<file path="src/core/dsos_regs.svh">
// assignment codes, sizes and reset values for the status output selector
`ifndef DSOS_REGS_SVH
`define DSOS_REGS_SVH

// ----------------------------------------------------------------
// assignment codes
// ----------------------------------------------------------------
`define DSOS_CODE_OFF        8'h80
`define DSOS_CODE_AT_SPEED   8'h8D
`define DSOS_CODE_ENERGISED  8'h8E
`define DSOS_CODE_CUTBACK    8'h8F
`define DSOS_CODE_HOME_END   8'h90
`define DSOS_CODE_COORD_SET  8'h91
`define DSOS_CODE_ELEC_ORG   8'h92
`define DSOS_CODE_REPRESET   8'h95
`define DSOS_CODE_USER_ORG   8'h96
`define DSOS_CODE_FACT_ORG   8'h97
`define DSOS_CODE_WRAP_OVF   8'h98
`define DSOS_CODE_FW_LIMIT   8'h99
`define DSOS_CODE_RV_LIMIT   8'h9A
`define DSOS_CODE_REV_PULSE  8'h9B
`define DSOS_CODE_WRAP_ORG   8'h9C
`define DSOS_CODE_STEP_72    8'h9D
`define DSOS_CODE_OPDATA_ZN  8'h9F
`define DSOS_CODE_ZONE_BASE  8'hA0
`define DSOS_CODE_ZONE_LAST  8'hA7
`define DSOS_CODE_MAIN_PWR   8'hA8
`define DSOS_CODE_BRAKE_REL  8'hA9
`define DSOS_CODE_REGEN      8'hAA
`define DSOS_CODE_TO_BOTH    8'hAC
`define DSOS_CODE_TO_ANY     8'hAD
`define DSOS_CODE_POS_REPORT 8'hB0
`define DSOS_CODE_PLS_READY  8'hB1
`define DSOS_CODE_USER_A     8'hB4
`define DSOS_CODE_USER_B     8'hB5
`define DSOS_CODE_CUR_LIMIT  8'hC0
`define DSOS_CODE_SPD_LIMIT  8'hC1
`define DSOS_CODE_OSC_RUN    8'hC4

// ----------------------------------------------------------------
// sizes and reset values
// ----------------------------------------------------------------
`define DSOS_ZONE_IDX_W      3
`define DSOS_NUM_OUT         4
`define DSOS_USR_SEL_W       6
`define DSOS_OUT_RST         1'b0

`endif

</file>
<file path="src/core/dsos_pkg.sv">
// types shared by the status output selector
package dsos_pkg;

  // raw status conditions produced elsewhere in the driver
  typedef struct packed {
    logic       at_target_speed;
    logic       winding_energised;
    logic       standstill_current_reduced;
    logic       homing_done;
    logic       preset_done;
    logic       coordinate_established;
    logic       electrical_origin_enabled;
    logic       represet_needed;
    logic       user_origin_stored;
    logic       factory_origin_stored;
    logic       wrap_overflow_event;
    logic       forward_soft_limit_hit;
    logic       reverse_soft_limit_hit;
    logic       once_per_rev_pulse;
    logic       wrap_enabled;
    logic       at_wrap_origin;
    logic       step_72_pulse;
    logic       opdata_zone_inside;
    logic [7:0] zone_window;
    logic       main_power_on;
    logic       brake_released;
    logic       regenerating;
    logic       hw_torque_off_input_one;
    logic       hw_torque_off_input_two;
    logic       position_report_output;
    logic       pulse_request_ready;
    logic       current_limiting_active;
    logic       speed_limiting_active;
    logic       internal_oscillator_running;
  } dsos_cond_s;

  // configuration of one user logic output
  typedef struct packed {
    logic [5:0] sel_a;
    logic [5:0] sel_b;
    logic       use_or;
  } dsos_user_cfg_s;

  // selector state
  typedef struct packed {
    logic [3:0] out_r;
    logic       wrap_toggle_r;
    logic       user_a_r;
    logic       user_b_r;
  } dsos_state_s;

endpackage

</file>
<file path="src/core/dsos_selector.sv">
// status output function selector
`timescale 1ns/1ps
`default_nettype none
`include "dsos_regs.svh"

module dsos_selector
(
  // clock and reset
  input  wire logic                   ref_clk,
  input  wire logic                   resetn,
  input  wire logic                   clk_en,
  // internal status conditions
  input  wire dsos_pkg::dsos_cond_s   cond,
  // assignment code per output
  input  wire logic [7:0]             assign_code [`DSOS_NUM_OUT],
  // user logic output setup
  input  wire dsos_pkg::dsos_user_cfg_s user_cfg_a,
  input  wire dsos_pkg::dsos_user_cfg_s user_cfg_b,
  // selected outputs to the host
  output var  logic [`DSOS_NUM_OUT-1:0] status_out,
  // user logic results
  output var  logic                   user_logic_output_a,
  output var  logic                   user_logic_output_b
);

  // ----------------------------------------------------------------
  // state
  // ----------------------------------------------------------------
  dsos_pkg::dsos_state_s st_r;   // all registered state
  dsos_pkg::dsos_state_s st_nxt; // next state
  logic [63:0]           src_vec; // conditions indexed for user logic

  // flat vector of conditions the user logic gates can pick from;
  // the user outputs themselves are excluded to avoid a loop
  always_comb
  begin
    src_vec     = '0;
    src_vec[0]  = cond.at_target_speed;
    src_vec[1]  = cond.winding_energised;
    src_vec[2]  = cond.standstill_current_reduced;
    src_vec[3]  = cond.homing_done | cond.preset_done;
    src_vec[4]  = cond.coordinate_established;
    src_vec[5]  = cond.electrical_origin_enabled;
    src_vec[6]  = cond.represet_needed;
    src_vec[7]  = cond.user_origin_stored;
    src_vec[8]  = cond.factory_origin_stored;
    src_vec[9]  = st_r.wrap_toggle_r;
    src_vec[10] = cond.forward_soft_limit_hit;
    src_vec[11] = cond.reverse_soft_limit_hit;
    src_vec[12] = cond.once_per_rev_pulse;
    src_vec[13] = cond.wrap_enabled & cond.at_wrap_origin;
    src_vec[14] = cond.step_72_pulse;
    src_vec[15] = cond.opdata_zone_inside;
    src_vec[23:16] = cond.zone_window;
    src_vec[24] = cond.brake_released;
    src_vec[25] = cond.regenerating;
    src_vec[26] = ~cond.hw_torque_off_input_one & ~cond.hw_torque_off_input_two;
    src_vec[27] = ~cond.hw_torque_off_input_one | ~cond.hw_torque_off_input_two;
    src_vec[28] = cond.current_limiting_active;
    src_vec[29] = cond.speed_limiting_active;
    src_vec[30] = cond.internal_oscillator_running;
    src_vec[31] = cond.main_power_on;
  end

  // one output's decode; wrap and user levels are passed in so the
  // decode never reads the next-state copy that it helps to fill
  function automatic logic pick(input logic [7:0] code,
                                input logic       wrap_lvl,  // toggle level after this edge
                                input logic       usr_a,     // gate a after this edge
                                input logic       usr_b);    // gate b after this edge
    logic v;
    v = 1'b0;
    unique case (code)
      `DSOS_CODE_OFF:        v = 1'b0;
      `DSOS_CODE_AT_SPEED:   v = cond.at_target_speed;
      `DSOS_CODE_ENERGISED:  v = cond.winding_energised;
      `DSOS_CODE_CUTBACK:    v = cond.standstill_current_reduced;
      `DSOS_CODE_HOME_END:   v = cond.homing_done | cond.preset_done;
      `DSOS_CODE_COORD_SET:  v = cond.coordinate_established;
      `DSOS_CODE_ELEC_ORG:   v = cond.electrical_origin_enabled;
      `DSOS_CODE_REPRESET:   v = cond.represet_needed;
      `DSOS_CODE_USER_ORG:   v = cond.user_origin_stored;
      `DSOS_CODE_FACT_ORG:   v = cond.factory_origin_stored;
      `DSOS_CODE_WRAP_OVF:   v = wrap_lvl;
      `DSOS_CODE_FW_LIMIT:   v = cond.forward_soft_limit_hit;
      `DSOS_CODE_RV_LIMIT:   v = cond.reverse_soft_limit_hit;
      `DSOS_CODE_REV_PULSE:  v = cond.once_per_rev_pulse;
      `DSOS_CODE_WRAP_ORG:   v = cond.wrap_enabled & cond.at_wrap_origin;
      `DSOS_CODE_STEP_72:    v = cond.step_72_pulse;
      `DSOS_CODE_OPDATA_ZN:  v = cond.opdata_zone_inside;
      `DSOS_CODE_MAIN_PWR:   v = cond.main_power_on;
      `DSOS_CODE_BRAKE_REL:  v = cond.brake_released;
      `DSOS_CODE_REGEN:      v = cond.regenerating;
      `DSOS_CODE_TO_BOTH:    v = src_vec[26];
      `DSOS_CODE_TO_ANY:     v = src_vec[27];
      `DSOS_CODE_POS_REPORT: v = cond.position_report_output;
      `DSOS_CODE_PLS_READY:  v = cond.pulse_request_ready;
      `DSOS_CODE_USER_A:     v = usr_a;
      `DSOS_CODE_USER_B:     v = usr_b;
      `DSOS_CODE_CUR_LIMIT:  v = cond.current_limiting_active;
      `DSOS_CODE_SPD_LIMIT:  v = cond.speed_limiting_active;
      `DSOS_CODE_OSC_RUN:    v = cond.internal_oscillator_running;
      default:
      begin
        // zone windows share one range; other codes stay inactive
        if (code >= `DSOS_CODE_ZONE_BASE && code <= `DSOS_CODE_ZONE_LAST)
          v = cond.zone_window[code[`DSOS_ZONE_IDX_W-1:0]];
        else
          v = 1'b0;
      end
    endcase
    return v;
  endfunction

  // ----------------------------------------------------------------
  // next state
  // ----------------------------------------------------------------
  // user gates and wrap toggle first, then every output re-decoded
  // each enabled cycle so a code change takes effect at the next enabled edge
  always_comb
  begin
    st_nxt = st_r;
    if (cond.wrap_overflow_event)
      st_nxt.wrap_toggle_r = ~st_r.wrap_toggle_r;
    st_nxt.user_a_r = user_cfg_a.use_or
      ? (src_vec[user_cfg_a.sel_a] | src_vec[user_cfg_a.sel_b])
      : (src_vec[user_cfg_a.sel_a] & src_vec[user_cfg_a.sel_b]);
    st_nxt.user_b_r = user_cfg_b.use_or
      ? (src_vec[user_cfg_b.sel_a] | src_vec[user_cfg_b.sel_b])
      : (src_vec[user_cfg_b.sel_a] & src_vec[user_cfg_b.sel_b]);
    for (int i = 0; i < `DSOS_NUM_OUT; i++)
      st_nxt.out_r[i] = pick(assign_code[i], st_nxt.wrap_toggle_r,
                             st_nxt.user_a_r, st_nxt.user_b_r);
  end

  // ----------------------------------------------------------------
  // registers
  // ----------------------------------------------------------------
  // clock enable freezes everything, toggle level included
  always_ff @(posedge ref_clk or negedge resetn)
  begin
    if (!resetn)
      st_r <= '0;
    else if (clk_en)
      st_r <= st_nxt;
  end

  // outputs straight from flip-flops
  assign status_out          = st_r.out_r;
  assign user_logic_output_a = st_r.user_a_r;
  assign user_logic_output_b = st_r.user_b_r;

  // ----------------------------------------------------------------
  // checks
  // ----------------------------------------------------------------
  off_code_low_a: assert property (@(posedge ref_clk) disable iff (!resetn)
    (clk_en && assign_code[0] == `DSOS_CODE_OFF) |=> !status_out[0])
    else $error("code off drove output high");

  speed_follow_a: assert property (@(posedge ref_clk) disable iff (!resetn)
    (clk_en && assign_code[0] == `DSOS_CODE_AT_SPEED)
      |=> status_out[0] == $past(cond.at_target_speed))
    else $error("speed output mismatch");

  home_end_a: assert property (@(posedge ref_clk) disable iff (!resetn)
    (clk_en && assign_code[0] == `DSOS_CODE_HOME_END && cond.preset_done)
      |=> status_out[0])
    else $error("preset not shown");

  wrap_toggle_a: assert property (@(posedge ref_clk) disable iff (!resetn)
    (clk_en && cond.wrap_overflow_event)
      |=> st_r.wrap_toggle_r != $past(st_r.wrap_toggle_r))
    else $error("wrap toggle missed");

  wrap_origin_a: assert property (@(posedge ref_clk) disable iff (!resetn)
    (clk_en && assign_code[0] == `DSOS_CODE_WRAP_ORG && !cond.wrap_enabled)
      |=> !status_out[0])
    else $error("wrap origin without wrap");

  zone_pick_a: assert property (@(posedge ref_clk) disable iff (!resetn)
    (clk_en && assign_code[1] == `DSOS_CODE_ZONE_LAST)
      |=> status_out[1] == $past(cond.zone_window[7]))
    else $error("zone window mismatch");

  torque_both_a: assert property (@(posedge ref_clk) disable iff (!resetn)
    (clk_en && assign_code[0] == `DSOS_CODE_TO_BOTH && cond.hw_torque_off_input_one)
      |=> !status_out[0])
    else $error("both-off wrong");

  torque_any_a: assert property (@(posedge ref_clk) disable iff (!resetn)
    (clk_en && assign_code[0] == `DSOS_CODE_TO_ANY && !cond.hw_torque_off_input_two)
      |=> status_out[0])
    else $error("any-off wrong");

  user_or_a: assert property (@(posedge ref_clk) disable iff (!resetn)
    (clk_en && user_cfg_a.use_or && src_vec[user_cfg_a.sel_a])
      |=> user_logic_output_a)
    else $error("user or wrong");

  freeze_hold_a: assert property (@(posedge ref_clk) disable iff (!resetn)
    !clk_en |=> $stable(status_out))
    else $error("frozen output changed");

  // remaining codes except main power and user gate b, spread over all four lines so that every
  // output's decode path is watched by at least one check
  energised_follow_a: assert property (@(posedge ref_clk) disable iff (!resetn)
    (clk_en && assign_code[1] == `DSOS_CODE_ENERGISED)
      |=> status_out[1] == $past(cond.winding_energised))
    else $error("energised output mismatch");

  cutback_follow_a: assert property (@(posedge ref_clk) disable iff (!resetn)
    (clk_en && assign_code[2] == `DSOS_CODE_CUTBACK)
      |=> status_out[2] == $past(cond.standstill_current_reduced))
    else $error("cutback output mismatch");

  coord_set_a: assert property (@(posedge ref_clk) disable iff (!resetn)
    (clk_en && assign_code[3] == `DSOS_CODE_COORD_SET)
      |=> status_out[3] == $past(cond.coordinate_established))
    else $error("coordinate output mismatch");

  elec_origin_a: assert property (@(posedge ref_clk) disable iff (!resetn)
    (clk_en && assign_code[2] == `DSOS_CODE_ELEC_ORG)
      |=> status_out[2] == $past(cond.electrical_origin_enabled))
    else $error("electrical origin mismatch");

  represet_follow_a: assert property (@(posedge ref_clk) disable iff (!resetn)
    (clk_en && assign_code[1] == `DSOS_CODE_REPRESET)
      |=> status_out[1] == $past(cond.represet_needed))
    else $error("represet output mismatch");

  user_origin_a: assert property (@(posedge ref_clk) disable iff (!resetn)
    (clk_en && assign_code[0] == `DSOS_CODE_USER_ORG)
      |=> status_out[0] == $past(cond.user_origin_stored))
    else $error("user origin mismatch");

  factory_origin_a: assert property (@(posedge ref_clk) disable iff (!resetn)
    (clk_en && assign_code[3] == `DSOS_CODE_FACT_ORG)
      |=> status_out[3] == $past(cond.factory_origin_stored))
    else $error("factory origin mismatch");

  wrap_out_a: assert property (@(posedge ref_clk) disable iff (!resetn)
    (clk_en && assign_code[2] == `DSOS_CODE_WRAP_OVF && cond.wrap_overflow_event)
      |=> status_out[2] != $past(st_r.wrap_toggle_r))
    else $error("wrap output not toggled");

  fw_limit_a: assert property (@(posedge ref_clk) disable iff (!resetn)
    (clk_en && assign_code[1] == `DSOS_CODE_FW_LIMIT)
      |=> status_out[1] == $past(cond.forward_soft_limit_hit))
    else $error("forward limit mismatch");

  rv_limit_a: assert property (@(posedge ref_clk) disable iff (!resetn)
    (clk_en && assign_code[3] == `DSOS_CODE_RV_LIMIT)
      |=> status_out[3] == $past(cond.reverse_soft_limit_hit))
    else $error("reverse limit mismatch");

  rev_pulse_a: assert property (@(posedge ref_clk) disable iff (!resetn)
    (clk_en && assign_code[2] == `DSOS_CODE_REV_PULSE)
      |=> status_out[2] == $past(cond.once_per_rev_pulse))
    else $error("revolution pulse mismatch");

  step_pulse_a: assert property (@(posedge ref_clk) disable iff (!resetn)
    (clk_en && assign_code[3] == `DSOS_CODE_STEP_72)
      |=> status_out[3] == $past(cond.step_72_pulse))
    else $error("step pulse mismatch");

  opdata_zone_a: assert property (@(posedge ref_clk) disable iff (!resetn)
    (clk_en && assign_code[1] == `DSOS_CODE_OPDATA_ZN)
      |=> status_out[1] == $past(cond.opdata_zone_inside))
    else $error("operation zone mismatch");

  zone_first_a: assert property (@(posedge ref_clk) disable iff (!resetn)
    (clk_en && assign_code[2] == `DSOS_CODE_ZONE_BASE)
      |=> status_out[2] == $past(cond.zone_window[0]))
    else $error("first zone mismatch");

  brake_follow_a: assert property (@(posedge ref_clk) disable iff (!resetn)
    (clk_en && assign_code[3] == `DSOS_CODE_BRAKE_REL)
      |=> status_out[3] == $past(cond.brake_released))
    else $error("brake output mismatch");

  regen_follow_a: assert property (@(posedge ref_clk) disable iff (!resetn)
    (clk_en && assign_code[0] == `DSOS_CODE_REGEN)
      |=> status_out[0] == $past(cond.regenerating))
    else $error("regeneration output mismatch");

  pos_report_a: assert property (@(posedge ref_clk) disable iff (!resetn)
    (clk_en && assign_code[1] == `DSOS_CODE_POS_REPORT)
      |=> status_out[1] == $past(cond.position_report_output))
    else $error("position report mismatch");

  pulse_ready_a: assert property (@(posedge ref_clk) disable iff (!resetn)
    (clk_en && assign_code[2] == `DSOS_CODE_PLS_READY)
      |=> status_out[2] == $past(cond.pulse_request_ready))
    else $error("pulse ready mismatch");

  user_and_a: assert property (@(posedge ref_clk) disable iff (!resetn)
    (clk_en && !user_cfg_b.use_or && !src_vec[user_cfg_b.sel_b])
      |=> !user_logic_output_b)
    else $error("user and wrong");

  user_route_a: assert property (@(posedge ref_clk) disable iff (!resetn)
    (clk_en && assign_code[0] == `DSOS_CODE_USER_A)
      |=> status_out[0] == user_logic_output_a)
    else $error("user gate a not routed");

  cur_limit_a: assert property (@(posedge ref_clk) disable iff (!resetn)
    (clk_en && assign_code[3] == `DSOS_CODE_CUR_LIMIT)
      |=> status_out[3] == $past(cond.current_limiting_active))
    else $error("current limit mismatch");

  spd_limit_a: assert property (@(posedge ref_clk) disable iff (!resetn)
    (clk_en && assign_code[0] == `DSOS_CODE_SPD_LIMIT)
      |=> status_out[0] == $past(cond.speed_limiting_active))
    else $error("speed limit mismatch");

  osc_run_a: assert property (@(posedge ref_clk) disable iff (!resetn)
    (clk_en && assign_code[1] == `DSOS_CODE_OSC_RUN)
      |=> status_out[1] == $past(cond.internal_oscillator_running))
    else $error("oscillator output mismatch");

endmodule
`default_nettype wire

</file>
<file path="config.mk">
export PLATFORM = sky130hd
export DESIGN_NAME = dsos_selector
export DESIGN_NICKNAME = d
export VERILOG_FILES = /design/src/core/dsos_pkg.sv /design/src/core/dsos_selector.sv
export VERILOG_INCLUDE_DIRS = /design/src /design/src/core
export SDC_FILE = /design/constraint.sdc
export NUM_CORES = 1
export LEC_CHECK = 0
export BUFFER_PORTS_ARGS = -buffer_cell sky130_fd_sc_hd__buf_2
export CAP_MARGIN = 20
export CORE_MARGIN = 2
export CORE_UTILIZATION = 60
export CTS_CLUSTER_SIZE = 40
export DETAILED_ROUTE_END_ITERATION = 8
export PLACE_DENSITY_LB_ADDON = 0.25
export SYNTH_ARGS = -nofsm -noshare
export SYNTH_HDL_FRONTEND = slang
export SYNTH_SLANG_ARGS = --single-unit
</file>
<file path="constraint.sdc">
create_clock -name ref_clk -period 3.9 [get_ports ref_clk]
set_input_delay 0.39 -clock ref_clk [delete_from_list [all_inputs] [get_ports ref_clk]]
set_output_delay 0.39 -clock ref_clk [all_outputs]
set_load 0.02 [all_outputs]
</file>
Word level (Yosys, flattened, before mapping)
Index checks and enable logic that the tools add are counted.
- register bits after elaboration: 7
- output and inout bits: 6
- order comparisons: 16
- equality and inequality tests: 116
- mux-type cells: 27
- bitwise logic cells: 11
- reduce and logical (&&, ||, !) cells: 4
- operators with widths (kind ; count):
    $eq A8 B8 Y1 const B ; 116
    $pmux W1 S29 ; 4
    $ge A8 B8 Y1 const B ; 4
    $le A8 B8 Y1 const B ; 4
    $lt A6 B7 Y1 const B ; 4
    $bmux W1 S6 ; 4
    $lt A3 B4 Y1 const B ; 4
    $mux W1 ; 15
    $bmux W1 S3 ; 4
    $and A1 B1 Y1 ; 4
    $logic_and A1 B1 Y1 ; 4
    $or A1 B1 Y1 ; 4
    $not A1 Y1 ; 3

Longest topological paths before layout
Gate-level depths: netlist (run 1).
- word-level depth: 7
- mapped depth: 10
- depth with buffers taken out: 7

Worst setup path after synthesis (run 1)
Ideal clock, no wire load.
- path type: in2reg
- start: input assign_code[8] in the netlist's numbering
- end: register st_r (netlist bit status_out[2])
- data arrival time: 2.099 ns
- data required time: 3.762 ns
- slack: 1.663 ns
- stages: 9
- path buffers: 2
- cells stage by stage: clkbuf_1 -> clkbuf_1 -> mux2i_1 -> mux2i_1 -> a22oi_1 -> o2111ai_1 -> a221o_1 -> o31ai_1 -> o211ai_1
- word-level cells in the longest chain between the ends: 4
- RTL lines (what ; line ; source):
    from (decl) ; dsos_selector.sv:15 ; input wire logic [7:0] assign_code [`DSOS_NUM_OUT],
    $ge A8 B8 Y1 (no source line), or another cell as far along ; n/a ;
    $logic_and A1 B1 Y1 (no source line) or $mux W1 (tied branches) ; n/a ;
    $mux W1 ; dsos_selector.sv:106 ; if (code >= `DSOS_CODE_ZONE_BASE && code <= `DSOS_CODE_ZONE_LAST)
    $pmux W1 S29 (*) ; dsos_selector.sv:73 ; unique case (code)
    to (signal assigned) ; dsos_selector.sv:145 ; st_r <= st_nxt;
    to (decl) ; dsos_selector.sv:29 ; dsos_pkg::dsos_state_s st_r;
Mark *: on every way between the ends. The rest lies on a longest branch, timed or not. The select of a mux whose other input is x is not followed.
A chain may end at the register's enable or synchronous reset.

Worst setup path after layout (run 1)
- start: register st_r (netlist bit src_vec[9])
- end: register st_r (netlist bit status_out[0])
- word-level cells in the longest chain between the ends: 5
- RTL lines (what ; line ; source):
    $bmux W1 S6 (on tied branches) ; n/a ;
    $mux W1 (on tied branches) ; n/a ;
    $and A1 B1 Y1, or another cell as far along ; dsos_selector.sv:130 ; : (src_vec[user_cfg_b.sel_a] & src_vec[user_cfg_b.sel_b]);
    $mux W1 (on tied branches) ; dsos_selector.sv:129, dsos_selector.sv:126 ;
    $pmux W1 S29 (*) ; dsos_selector.sv:73 ;
Marks and branches as above.

==> flow_metrics.py, run 1 <==
metrics = {
    "clock_tree": {
        "cts_buffer_depth": 2,
        "cts-resized-gates": 0,
        "clk_latency_ns": 0.24,
        "clk_pin_slew_ns": 0.05,
        "cts_tree": "yes",
        "cts_made_buffers": 3,
        "clkSinkCount": 7,
        "clockRootBuffer": "clkbuf_8",
        "htreeDepth": 1,
    },
    "synthesis": {
        "syn_avg_cell_area_um2": 7.849,
        "synthTopCellsByArea": "mux4_2 (15%), mux2i_1 (6.0%), mux4_1 (5.2%)",
        "synth_flop_cell": "dfrtp_1",
        "synth_simple_gate_area_share_pct": 30.39,
        "yosysWarnings": 0,
        "synth_xor_area_share_pct": 0.6538,
        "ys_seq_elements": 7,
        "synth_top_cell_area_share_pct": 15.13,
        "synthDistinctLibCells": 76,
        "synth_area_um2": 4019,
        "yosys.area_share.adder_pct": 0.7472,
        "synthMuxAreaShare_pct": 29.14,
        "syn_inst": 512,
        "synth_top_family_by_area": "simple AND/OR/NAND/NOR gates",
        "synth_edf_count": 0,
        "synth-compound-area-share_pct": 27.40,
        "ys_seq_area_share_pct": 4.359,
        "async_flop_share_pct": 100.0,
        "synth_nets": 609,
        "yosysTopAreaCell": "mux4_2",
    },
    "critical_path": {
        "slowest_stage": "dfrtp_1",
        "worstPathMaxFanout": 6,
        "endpoint_kind": "flop",
        "critical_path.max_stage_delay_ns": 0.49,
        "cp-start-kind": "flop",
        "cp.required_ns": 4.01,
        "critPathArrivalTime_ns": 2.50,
        "critPathKind": "flop to flop",
        "crit_path_cell_trace": "mux4_2, and4_1, a41oi_1, a41oi_2, o2111a_2, o2111ai_1, o211ai_1",
    },
    "sta": {
        "min_period_ns": 2.387,
        "setup_viol": 0,
        "fin_worst_skew_ns": 0.01178,
        "fmax_ghz": 0.4189,
        "tightest_slew_ns": 1.118,
        "rsz0062_at_grt": "no",
        "relSlewSlack_pct": 24.42,
        "setup_tns_ns": 0,
        "drv_slew": 0,
        "hold_violations": 0,
        "finalCritPeriodShare_pct": 61.20,
    },
    "die": {
        "fp.dieH_um": 85.84,
        "die_area_um2": 7369,
        "start_util_pct": 62.58,
        "ios": 103,
        "rows": 29,
        "core_area_um2": 6422,
        "die_w_um": 85.84,
    },
    "cells_and_area": {
        "drive_above_1_share_pct": 25.79,
        "utilization_pct": 69.47,
        "antenna_cells": 0,
        "fin_nets": 668,
        "layout-area-overhead-vs-synth_pct": 11.02,
        "layoutNonFillerInstCount": 647,
    },
    "worst_hold_path": {
        "hold_path.class": "input port to flop",
    },
    "status": {
        "status": "complete, but fails checks",
        "violations": "design-rule violations",
    },
    "placement": {
        "dp_hpwl_mm": 10.30,
        "port_buffers": 102,
        "dp_cells": 642,
        "gp_congestion": 0.9464,
    },
    "detailed_routing": {
        "dr.first_iter.drc_count": 666,
        "drc": 9,
        "antenna_left": 0,
        "wire_per_inst_um": 22.50,
        "vias": 4935,
        "vias_per_cell": 7.628,
        "drt-total-wl_mm": 14.56,
        "dr.pass1.iters": 9,
    },
    "global_routing": {
        "grt_overflow": 0,
        "grt_max_degree": 28,
        "grt_pass1_vias": 4427,
        "grt_pass1_wl_mm": 22.72,
        "antenna_found_initial": 1,
        "grt_use_total_pct": 38.52,
    },
    "flow_run": {
        "maxCapViolCount": 0,
    },
    "power_and_ir_drop": {
        "powerDensity_nw_per_um2": 162.5,
        "peakVddDrop_mv": 0.1922,
        "power.leakage_nw": 1.715,
    },
}
[registers in the layout (all words and copies together), names as in the netlist]
register	count
status_out	4
src_vec	1
user_logic_output_b	1
user_logic_output_a	1
[path summary, 6_finish.rpt]
path | from | to | slack [ns] | cells past startpoint
min in group asynchronous | resetn | status_out[1] | 0.53 | 2
setup / recovery | src_vec[9] | status_out[0] | 1.51 | 7
max in group asynchronous | resetn | user_logic_output_b | 3.19 | 2
setup reg to reg | src_vec[9] | status_out[0] | 1.51 | 7
hold / removal | cond[25] | src_vec[9] | 0.46 | 3
hold reg to reg | user_logic_output_a | user_logic_output_a | 0.53 | 2
[layout by cell type, fill, tap and decap left out, types with 4 or more instances in the layout]
cell and instances:
a31oi_1 10, o2111ai_1 11, inv_1 20, mux4_1 8
o22ai_1 9, nand2_1 38, a21oi_1 16, mux2_2 10
a22o_1 4, nor2_1 37, nand3b_1 9, o211ai_1 8
nand4_1 10, buf_2 102, o221ai_1 4, nand2b_1 12
mux4_2 27, a211oi_1 5, a221oi_1 4, and3b_1 5
dfrtp_1 7, nor3_1 6, or3_1 4, mux2i_1 24
a22oi_1 7, a221o_1 4, nor4_1 5, nor3b_1 14
o21ai_0 22, o31ai_1 9, nand3_1 22, and2_1 5
nor4bb_1 8, nor2b_1 18
[layer usage]
layer	vias up	track usage, %	part of all wire, %
met1	2221	53.59	37
met3	78	8.566	15
li1	2183	-	-
met2	453	57.39	44
met4	0	17.32	4.4
met5	-	0	0
[cell usage after synthesis (11+ instances only)]
cell / n
nor2b_1: 18
nor3b_1: 14
inv_1: 20
nor2_1: 37
o21ai_0: 22
nand3_1: 22
nand2_1: 38
nand2b_1: 12
mux4_2: 27
mux2i_1: 24
a21oi_1: 16
o2111ai_1: 11
clkbuf_1: 32
[cell type report]
class                   instances  area, um^2
well taps                      77       96.34
flip-flops and latches          7       175.2
inverters                      20       75.07
fillers                       552        1961
repair buffers                103       520.5
multi-input cells             436        3550
clock buffers                   4       45.04
[worst max-delay path, delay by kind of cell, from the launching register on]
family,cells,cell delay [ns]
AOI/OAI and AO/OA,5,1.10
DFF,1,0.49
muxes,1,0.48
and+or+nand+nor,1,0.20
[per-stage QoR]
| stage | power [mW] | hold WS [ns] | setup slack, ns | area [um^2] |
|---|---|---|---|---|
| after floorplan | 0.4247 | 0.09441 | 1.663 | 4019 |
| after CTS | 0.7062 | 0.4578 | 1.562 | 4462 |
| final | 0.7249 | 0.4560 | 1.513 | 4462 |
| after global placement | 0.5817 | 0.2421 | 1.444 | 4407 |
| after global routing | 0.7600 | 0.4818 | 1.410 | 4462 |
| after detailed placement | 0.5937 | 0.2395 | 1.339 | 4407 |
[cells by family after synthesis]
kind of cell | after synthesis
compound gates | 148
simple gates | 213
mux | 69
fa+ha+maj | 3
xor+xnor | 3
buf+inv | 69
flops | 7
[report_power, final]
part	switching [mW]	internal (mW)
sequential	0.0216	0.0860
combinational	0.292	0.215
clock	0.0391	0.0715
total	0.352	0.373
[timing repair]
action | in CTS | in global routing
buffers inserted | 0 | 0
setup endpoints to repair | 0 | 0
hold buffers | 1 | 0
endpoints found under the hold margin | 4 | 0
No activity file was read; power rests on OpenSTA's default activity.
==> inputs of run 2 (changes only) <==
CORE_UTILIZATION = 56   (was 60)
clock period = 2.25 ns   (was 3.9 ns; I/O delays follow)
==> flow_metrics.py, run 2 (same netlist as run 1, synthesis figures left out) <==
metrics = {
    "clock_tree": {
        "htreeDepth": 1,
        "cts_tree": "yes",
        "cts_buffer_depth": 2,
        "cts_made_buffers": 3,
        "clockRootBuffer": "clkbuf_8",
        "clk_pin_slew_ns": 0.05,
        "clkSinkCount": 7,
        "clk_latency_ns": 0.24,
    },
    "sta": {
        "min_period_ns": 2.217,
        "tightest_slew_ns": 0.5783,
        "fin_worst_skew_ns": 0.006960,
        "finalCritPeriodShare_pct": 98.54,
        "drv_slew": 0,
        "setup_viol": 0,
        "rsz0062_at_grt": "yes",
        "setup_tns_ns": 0,
        "fmax_ghz": 0.4510,
        "hold_violations": 0,
        "relSlewSlack_pct": 60.92,
    },
    "power_and_ir_drop": {
        "p_total_mw": 1.346,
        "powerDensity_nw_per_um2": 280.5,
        "peakVddDrop_mv": 0.2119,
        "power.leakage_nw": 1.889,
    },
    "die": {
        "die_w_um": 88.72,
        "core_area_um2": 6869,
        "die_area_um2": 7870,
        "start_util_pct": 58.51,
        "rows": 30,
        "fp.dieH_um": 88.72,
        "ios": 103,
    },
    "detailed_routing": {
        "drt-total-wl_mm": 15.54,
        "vias": 5187,
        "wire_per_inst_um": 22.13,
        "dr.first_iter.drc_count": 689,
        "drc": 0,
        "dr.pass1.iters": 6,
        "vias_per_cell": 7.389,
        "antenna_left": 0,
    },
    "worst_hold_path": {
        "worstHoldStart": "cond[25]",
        "hold_path.class": "input port to flop",
        "min_to": "src_vec[9]",
        "worstHoldPathCells": 3,
    },
    "cells_and_area": {
        "layoutNonFillerInstCount": 702,
        "utilization_pct": 69.87,
        "layout_common_cells": "buf_2 (102), nand2_1 (38), nor2_1 (36), buf_4 (36), mux4_2 (28)",
        "drive_above_1_share_pct": 32.01,
        "layout_commonest_cell": "buf_2",
        "layout-area-overhead-vs-synth_pct": 19.43,
        "fin_nets": 704,
        "antenna_cells": 0,
        "largest_register_ffs": 4,
    },
    "critical_path": {
        "rr_worst_depth": 6,
        "critPathKind": "flop to flop",
        "r2r-end": "status_out[3]",
        "cp.required_ns": 2.37,
        "reg2reg_setup_slack_ns": 0.03,
        "rr_startpoint": "src_vec[9]",
        "worstPathMaxFanout": 5,
        "cp-start-kind": "flop",
        "endpoint_kind": "flop",
        "critPathArrivalTime_ns": 2.34,
    },
    "global_routing": {
        "grt_use_total_pct": 38.75,
        "antenna_found_initial": 0,
        "grt_overflow": 0,
        "grt_pass1_vias": 4673,
        "grt_pass1_wl_mm": 23.71,
        "grt_max_degree": 22,
    },
    "status": {
        "status": "complete, no violations",
    },
    "placement": {
        "gp_congestion": 1.023,
        "dp_hpwl_mm": 11.55,
        "dp_cells": 696,
        "port_buffers": 102,
    },
    "flow_run": {
        "maxCapViolCount": 0,
    },
}
[run 2: power by group]
part           internal, mW  leakage [nW]  total (mW)  switching (mW)
combinational         0.434          1.78       0.973           0.539
sequential            0.151        0.0836       0.179          0.0282
clock                 0.121        0.0255       0.194          0.0727
total                 0.706          1.89        1.35           0.640
[run 2: worst max-delay path by stage]
| stage | cells past startpoint | start | end |
|---|---|---|---|
| global route | 8 | src_vec[9] | status_out[2] |
| CTS | 7 | src_vec[9] | status_out[2] |
| finish | 6 | src_vec[9] | status_out[3] |
| floorplan | 6 | src_vec[9] | status_out[3] |
| global placement | 8 | cond[21] | status_out[3] |
| detailed placement | 8 | cond[21] | status_out[3] |
[run 2: final cells by class]
| cell class | count | area, um^2 |
|---|---|---|
| multi-input combinational | 436 | 3591 |
| fill | 583 | 2069 |
| timing repair buffer | 139 | 790.8 |
| sequential | 7 | 176.4 |
| tap | 96 | 120.1 |
| inverter | 20 | 75.07 |
| clock buffer | 3 | 41.29 |
| clock inverter | 1 | 5.005 |
[run 2: timing repair]
item,in CTS,in global routing
pin swaps,1,6
hold endpoints to repair,7,0
endpoints found under the setup margin,4,5
hold buffers,1,0
resized for setup,2,9
setup buffers,1,0
[run 2: metal layers]
layer,up-vias,global-route usage (%),routed length [um]
li1,2263,-,-
met1,2391,53.26,5898
met2,451,59.57,6803
met3,82,7.276,2147
met4,0,16.53,687
met5,-,0,0
[run 2: per-stage QoR]
stage / worst slack (ns) / area, um^2 / hold slack, ns
after floorplan: 0.1618 / 4019 / -0.07059
after global placement: -0.0007541 / 4693 / 0.07599
after detailed placement: -0.04790 / 4693 / 0.08813
after CTS: 0.01797 / 4766 / 0.2698
after global routing: -0.03283 / 4800 / 0.2862
final: 0.03280 / 4800 / 0.2669
[run 2: critical path: stages, from the launching register on]
cell and delay [ns]:
dfrtp_2 0.44, mux4_2 0.47, mux2_2 0.27, a221o_1 0.35
o2111a_2 0.23, o31ai_2 0.23, o22ai_1 0.10
==> inputs of run 3 (changes only) <==
--- a/config.mk
+++ b/config.mk
@@ -14,3 +14,3 @@
 export DETAILED_ROUTE_END_ITERATION = 8
-export PLACE_DENSITY_LB_ADDON = 0.25
+export PLACE_DENSITY = 0.84
 export SYNTH_ARGS = -nofsm -noshare
--- a/constraint.sdc
+++ b/constraint.sdc
@@ -3,2 +3,2 @@
 set_output_delay 0.225 -clock ref_clk [all_outputs]
-set_load 0.02 [all_outputs]
+set_load 0.05 [all_outputs]
==> flow_metrics.py, run 3 (same netlist as run 1, synthesis figures left out) <==
metrics = {
    "sta": {
        "drv_slew": 0,
        "finalCritPeriodShare_pct": 98.21,
        "relSlewSlack_pct": 57.77,
        "min_period_ns": 2.210,
        "fmax_ghz": 0.4525,
        "tightest_slew_ns": 0.6249,
        "hold_violations": 0,
        "fin_worst_skew_ns": 0.001477,
        "setup_viol": 0,
        "rsz0062_at_grt": "no",
        "setup_tns_ns": 0,
    },
    "placement": {
        "dp_hpwl_mm": 11.28,
        "gp_congestion": 1.046,
        "port_buffers": 102,
        "placed_area_um2": 4678,
    },
    "cells_and_area": {
        "layout-area-overhead-vs-synth_pct": 18.46,
        "stdcell_area_um2": 4761,
        "drive_above_1_share_pct": 30.85,
        "utilization_pct": 69.31,
        "nFillCells": 579,
        "largest_register_ffs": 4,
        "antenna_cells": 0,
        "layout_common_cells": "buf_2 (102), nand2_1 (38), nor2_1 (37), buf_4 (33), mux4_2 (28)",
        "fin_nets": 701,
        "layout_commonest_cell": "buf_2",
    },
    "status": {
        "status": "complete, no violations",
    },
    "power_and_ir_drop": {
        "powerDensity_nw_per_um2": 283.7,
        "peakVddDrop_mv": 0.2174,
        "power.leakage_nw": 1.870,
    },
    "clock_tree": {
        "cts_buffer_depth": 2,
        "clk_pin_slew_ns": 0.04,
        "cts_tree": "yes",
        "clk_latency_ns": 0.23,
        "htreeDepth": 1,
        "cts_made_buffers": 3,
        "cts_setup_buffers": 0,
        "clkSinkCount": 7,
        "clockRootBuffer": "clkbuf_8",
    },
    "die": {
        "core_area_um2": 6869,
        "ios": 103,
        "die_area_um2": 7870,
        "fp.dieH_um": 88.72,
        "die_w_um": 88.72,
        "start_util_pct": 58.51,
        "rows": 30,
    },
    "critical_path": {
        "critPathArrivalTime_ns": 2.31,
        "endpoint_kind": "flop",
        "cp-start-kind": "flop",
        "cp.required_ns": 2.35,
        "critPathKind": "flop to flop",
        "worstPathMaxFanout": 5,
    },
    "global_routing": {
        "grt_max_degree": 22,
        "grt_pass1_wl_mm": 22.85,
        "antenna_found_initial": 0,
        "grt_pass1_vias": 4514,
        "grt_overflow": 0,
        "grt_use_total_pct": 37.52,
    },
    "detailed_routing": {
        "antenna_left": 0,
        "vias": 5178,
        "drt-total-wl_mm": 15.34,
        "wire_per_inst_um": 21.95,
        "dr.first_iter.drc_count": 519,
        "dr.pass1.iters": 6,
        "vias_per_cell": 7.408,
        "drc": 0,
    },
    "flow_run": {
        "maxCapViolCount": 0,
    },
    "worst_hold_path": {
        "hold_path.class": "input port to flop",
    },
}
[run 3: path summary, 6_finish.rpt]
check | startpoint | slack [ns] | to | depth (start not counted)
max in group asynchronous | resetn | 1.70 | status_out[1] | 2
min reg2reg | user_logic_output_b | 0.55 | user_logic_output_b | 2
min in group asynchronous | resetn | 0.37 | status_out[0] | 2
max | src_vec[9] | 0.04 | status_out[3] | 6
min | cond[25] | 0.30 | src_vec[9] | 3
max reg2reg | src_vec[9] | 0.04 | status_out[3] | 6
[run 3: metal layers]
| layer | vias up | track usage [%] | share of wire [%] |
|---|---|---|---|
| li1 | 2244 | - | - |
| met1 | 2340 | 51.42 | 36 |
| met2 | 498 | 58.34 | 43 |
| met3 | 96 | 7.929 | 16 |
| met4 | 0 | 13.77 | 4.9 |
| met5 | - | 0 | 0 |
[run 3: layout make-up]
type / count / area, um^2 / area share (%)
clock buffers: 4 / 45.04 / 0.9461
flip-flops and latches: 7 / 175.2 / 3.679
repair buffers: 136 / 768.2 / 16.14
multi-input cells: 436 / 3577 / 75.14
well taps: 96 / 120.1 / 2.523
inverters: 20 / 75.07 / 1.577
[run 3: critical path, cell delays in order (launching register included)]
cell and delay (ns):
dfrtp_1 0.42, mux4_2 0.50, mux2_2 0.28, a221o_1 0.34
o2111a_2 0.22, o31ai_2 0.23, o22ai_1 0.09
[run 3: where the power goes]
part	switching (mW)	leakage, nW	internal (mW)
sequential	0.0255	0.0846	0.150
clock	0.0601	0.0228	0.123
combinational	0.573	1.76	0.419
[run 3: what timing repair did]
| item | 4_1_cts | 5_1_grt |
|---|---|---|
| hold buffers | 1 | 0 |
| endpoints found under the hold margin | 7 | 0 |
| resized for setup | 0 | 6 |
| setup endpoints to repair | 0 | 4 |
[run 3: through the flow]
| step | hold slack (ns) | std cells | worst slack (ns) | power, mW |
|---|---|---|---|---|
| 4_1_cts | 0.2947 | 699 | 0.01003 | 1.305 |
| 3_3_place_gp | 0.07673 | 694 | 0.02285 | 1.099 |
| 3_5_place_dp | 0.07826 | 694 | -0.05387 | 1.119 |
| 5_1_grt | 0.3016 | 699 | 0.02344 | 1.406 |
| 6_report | 0.2995 | 699 | 0.04029 | 1.351 |
| 2_1_floorplan | -0.07059 | 512 | 0.1618 | 0.7679 |
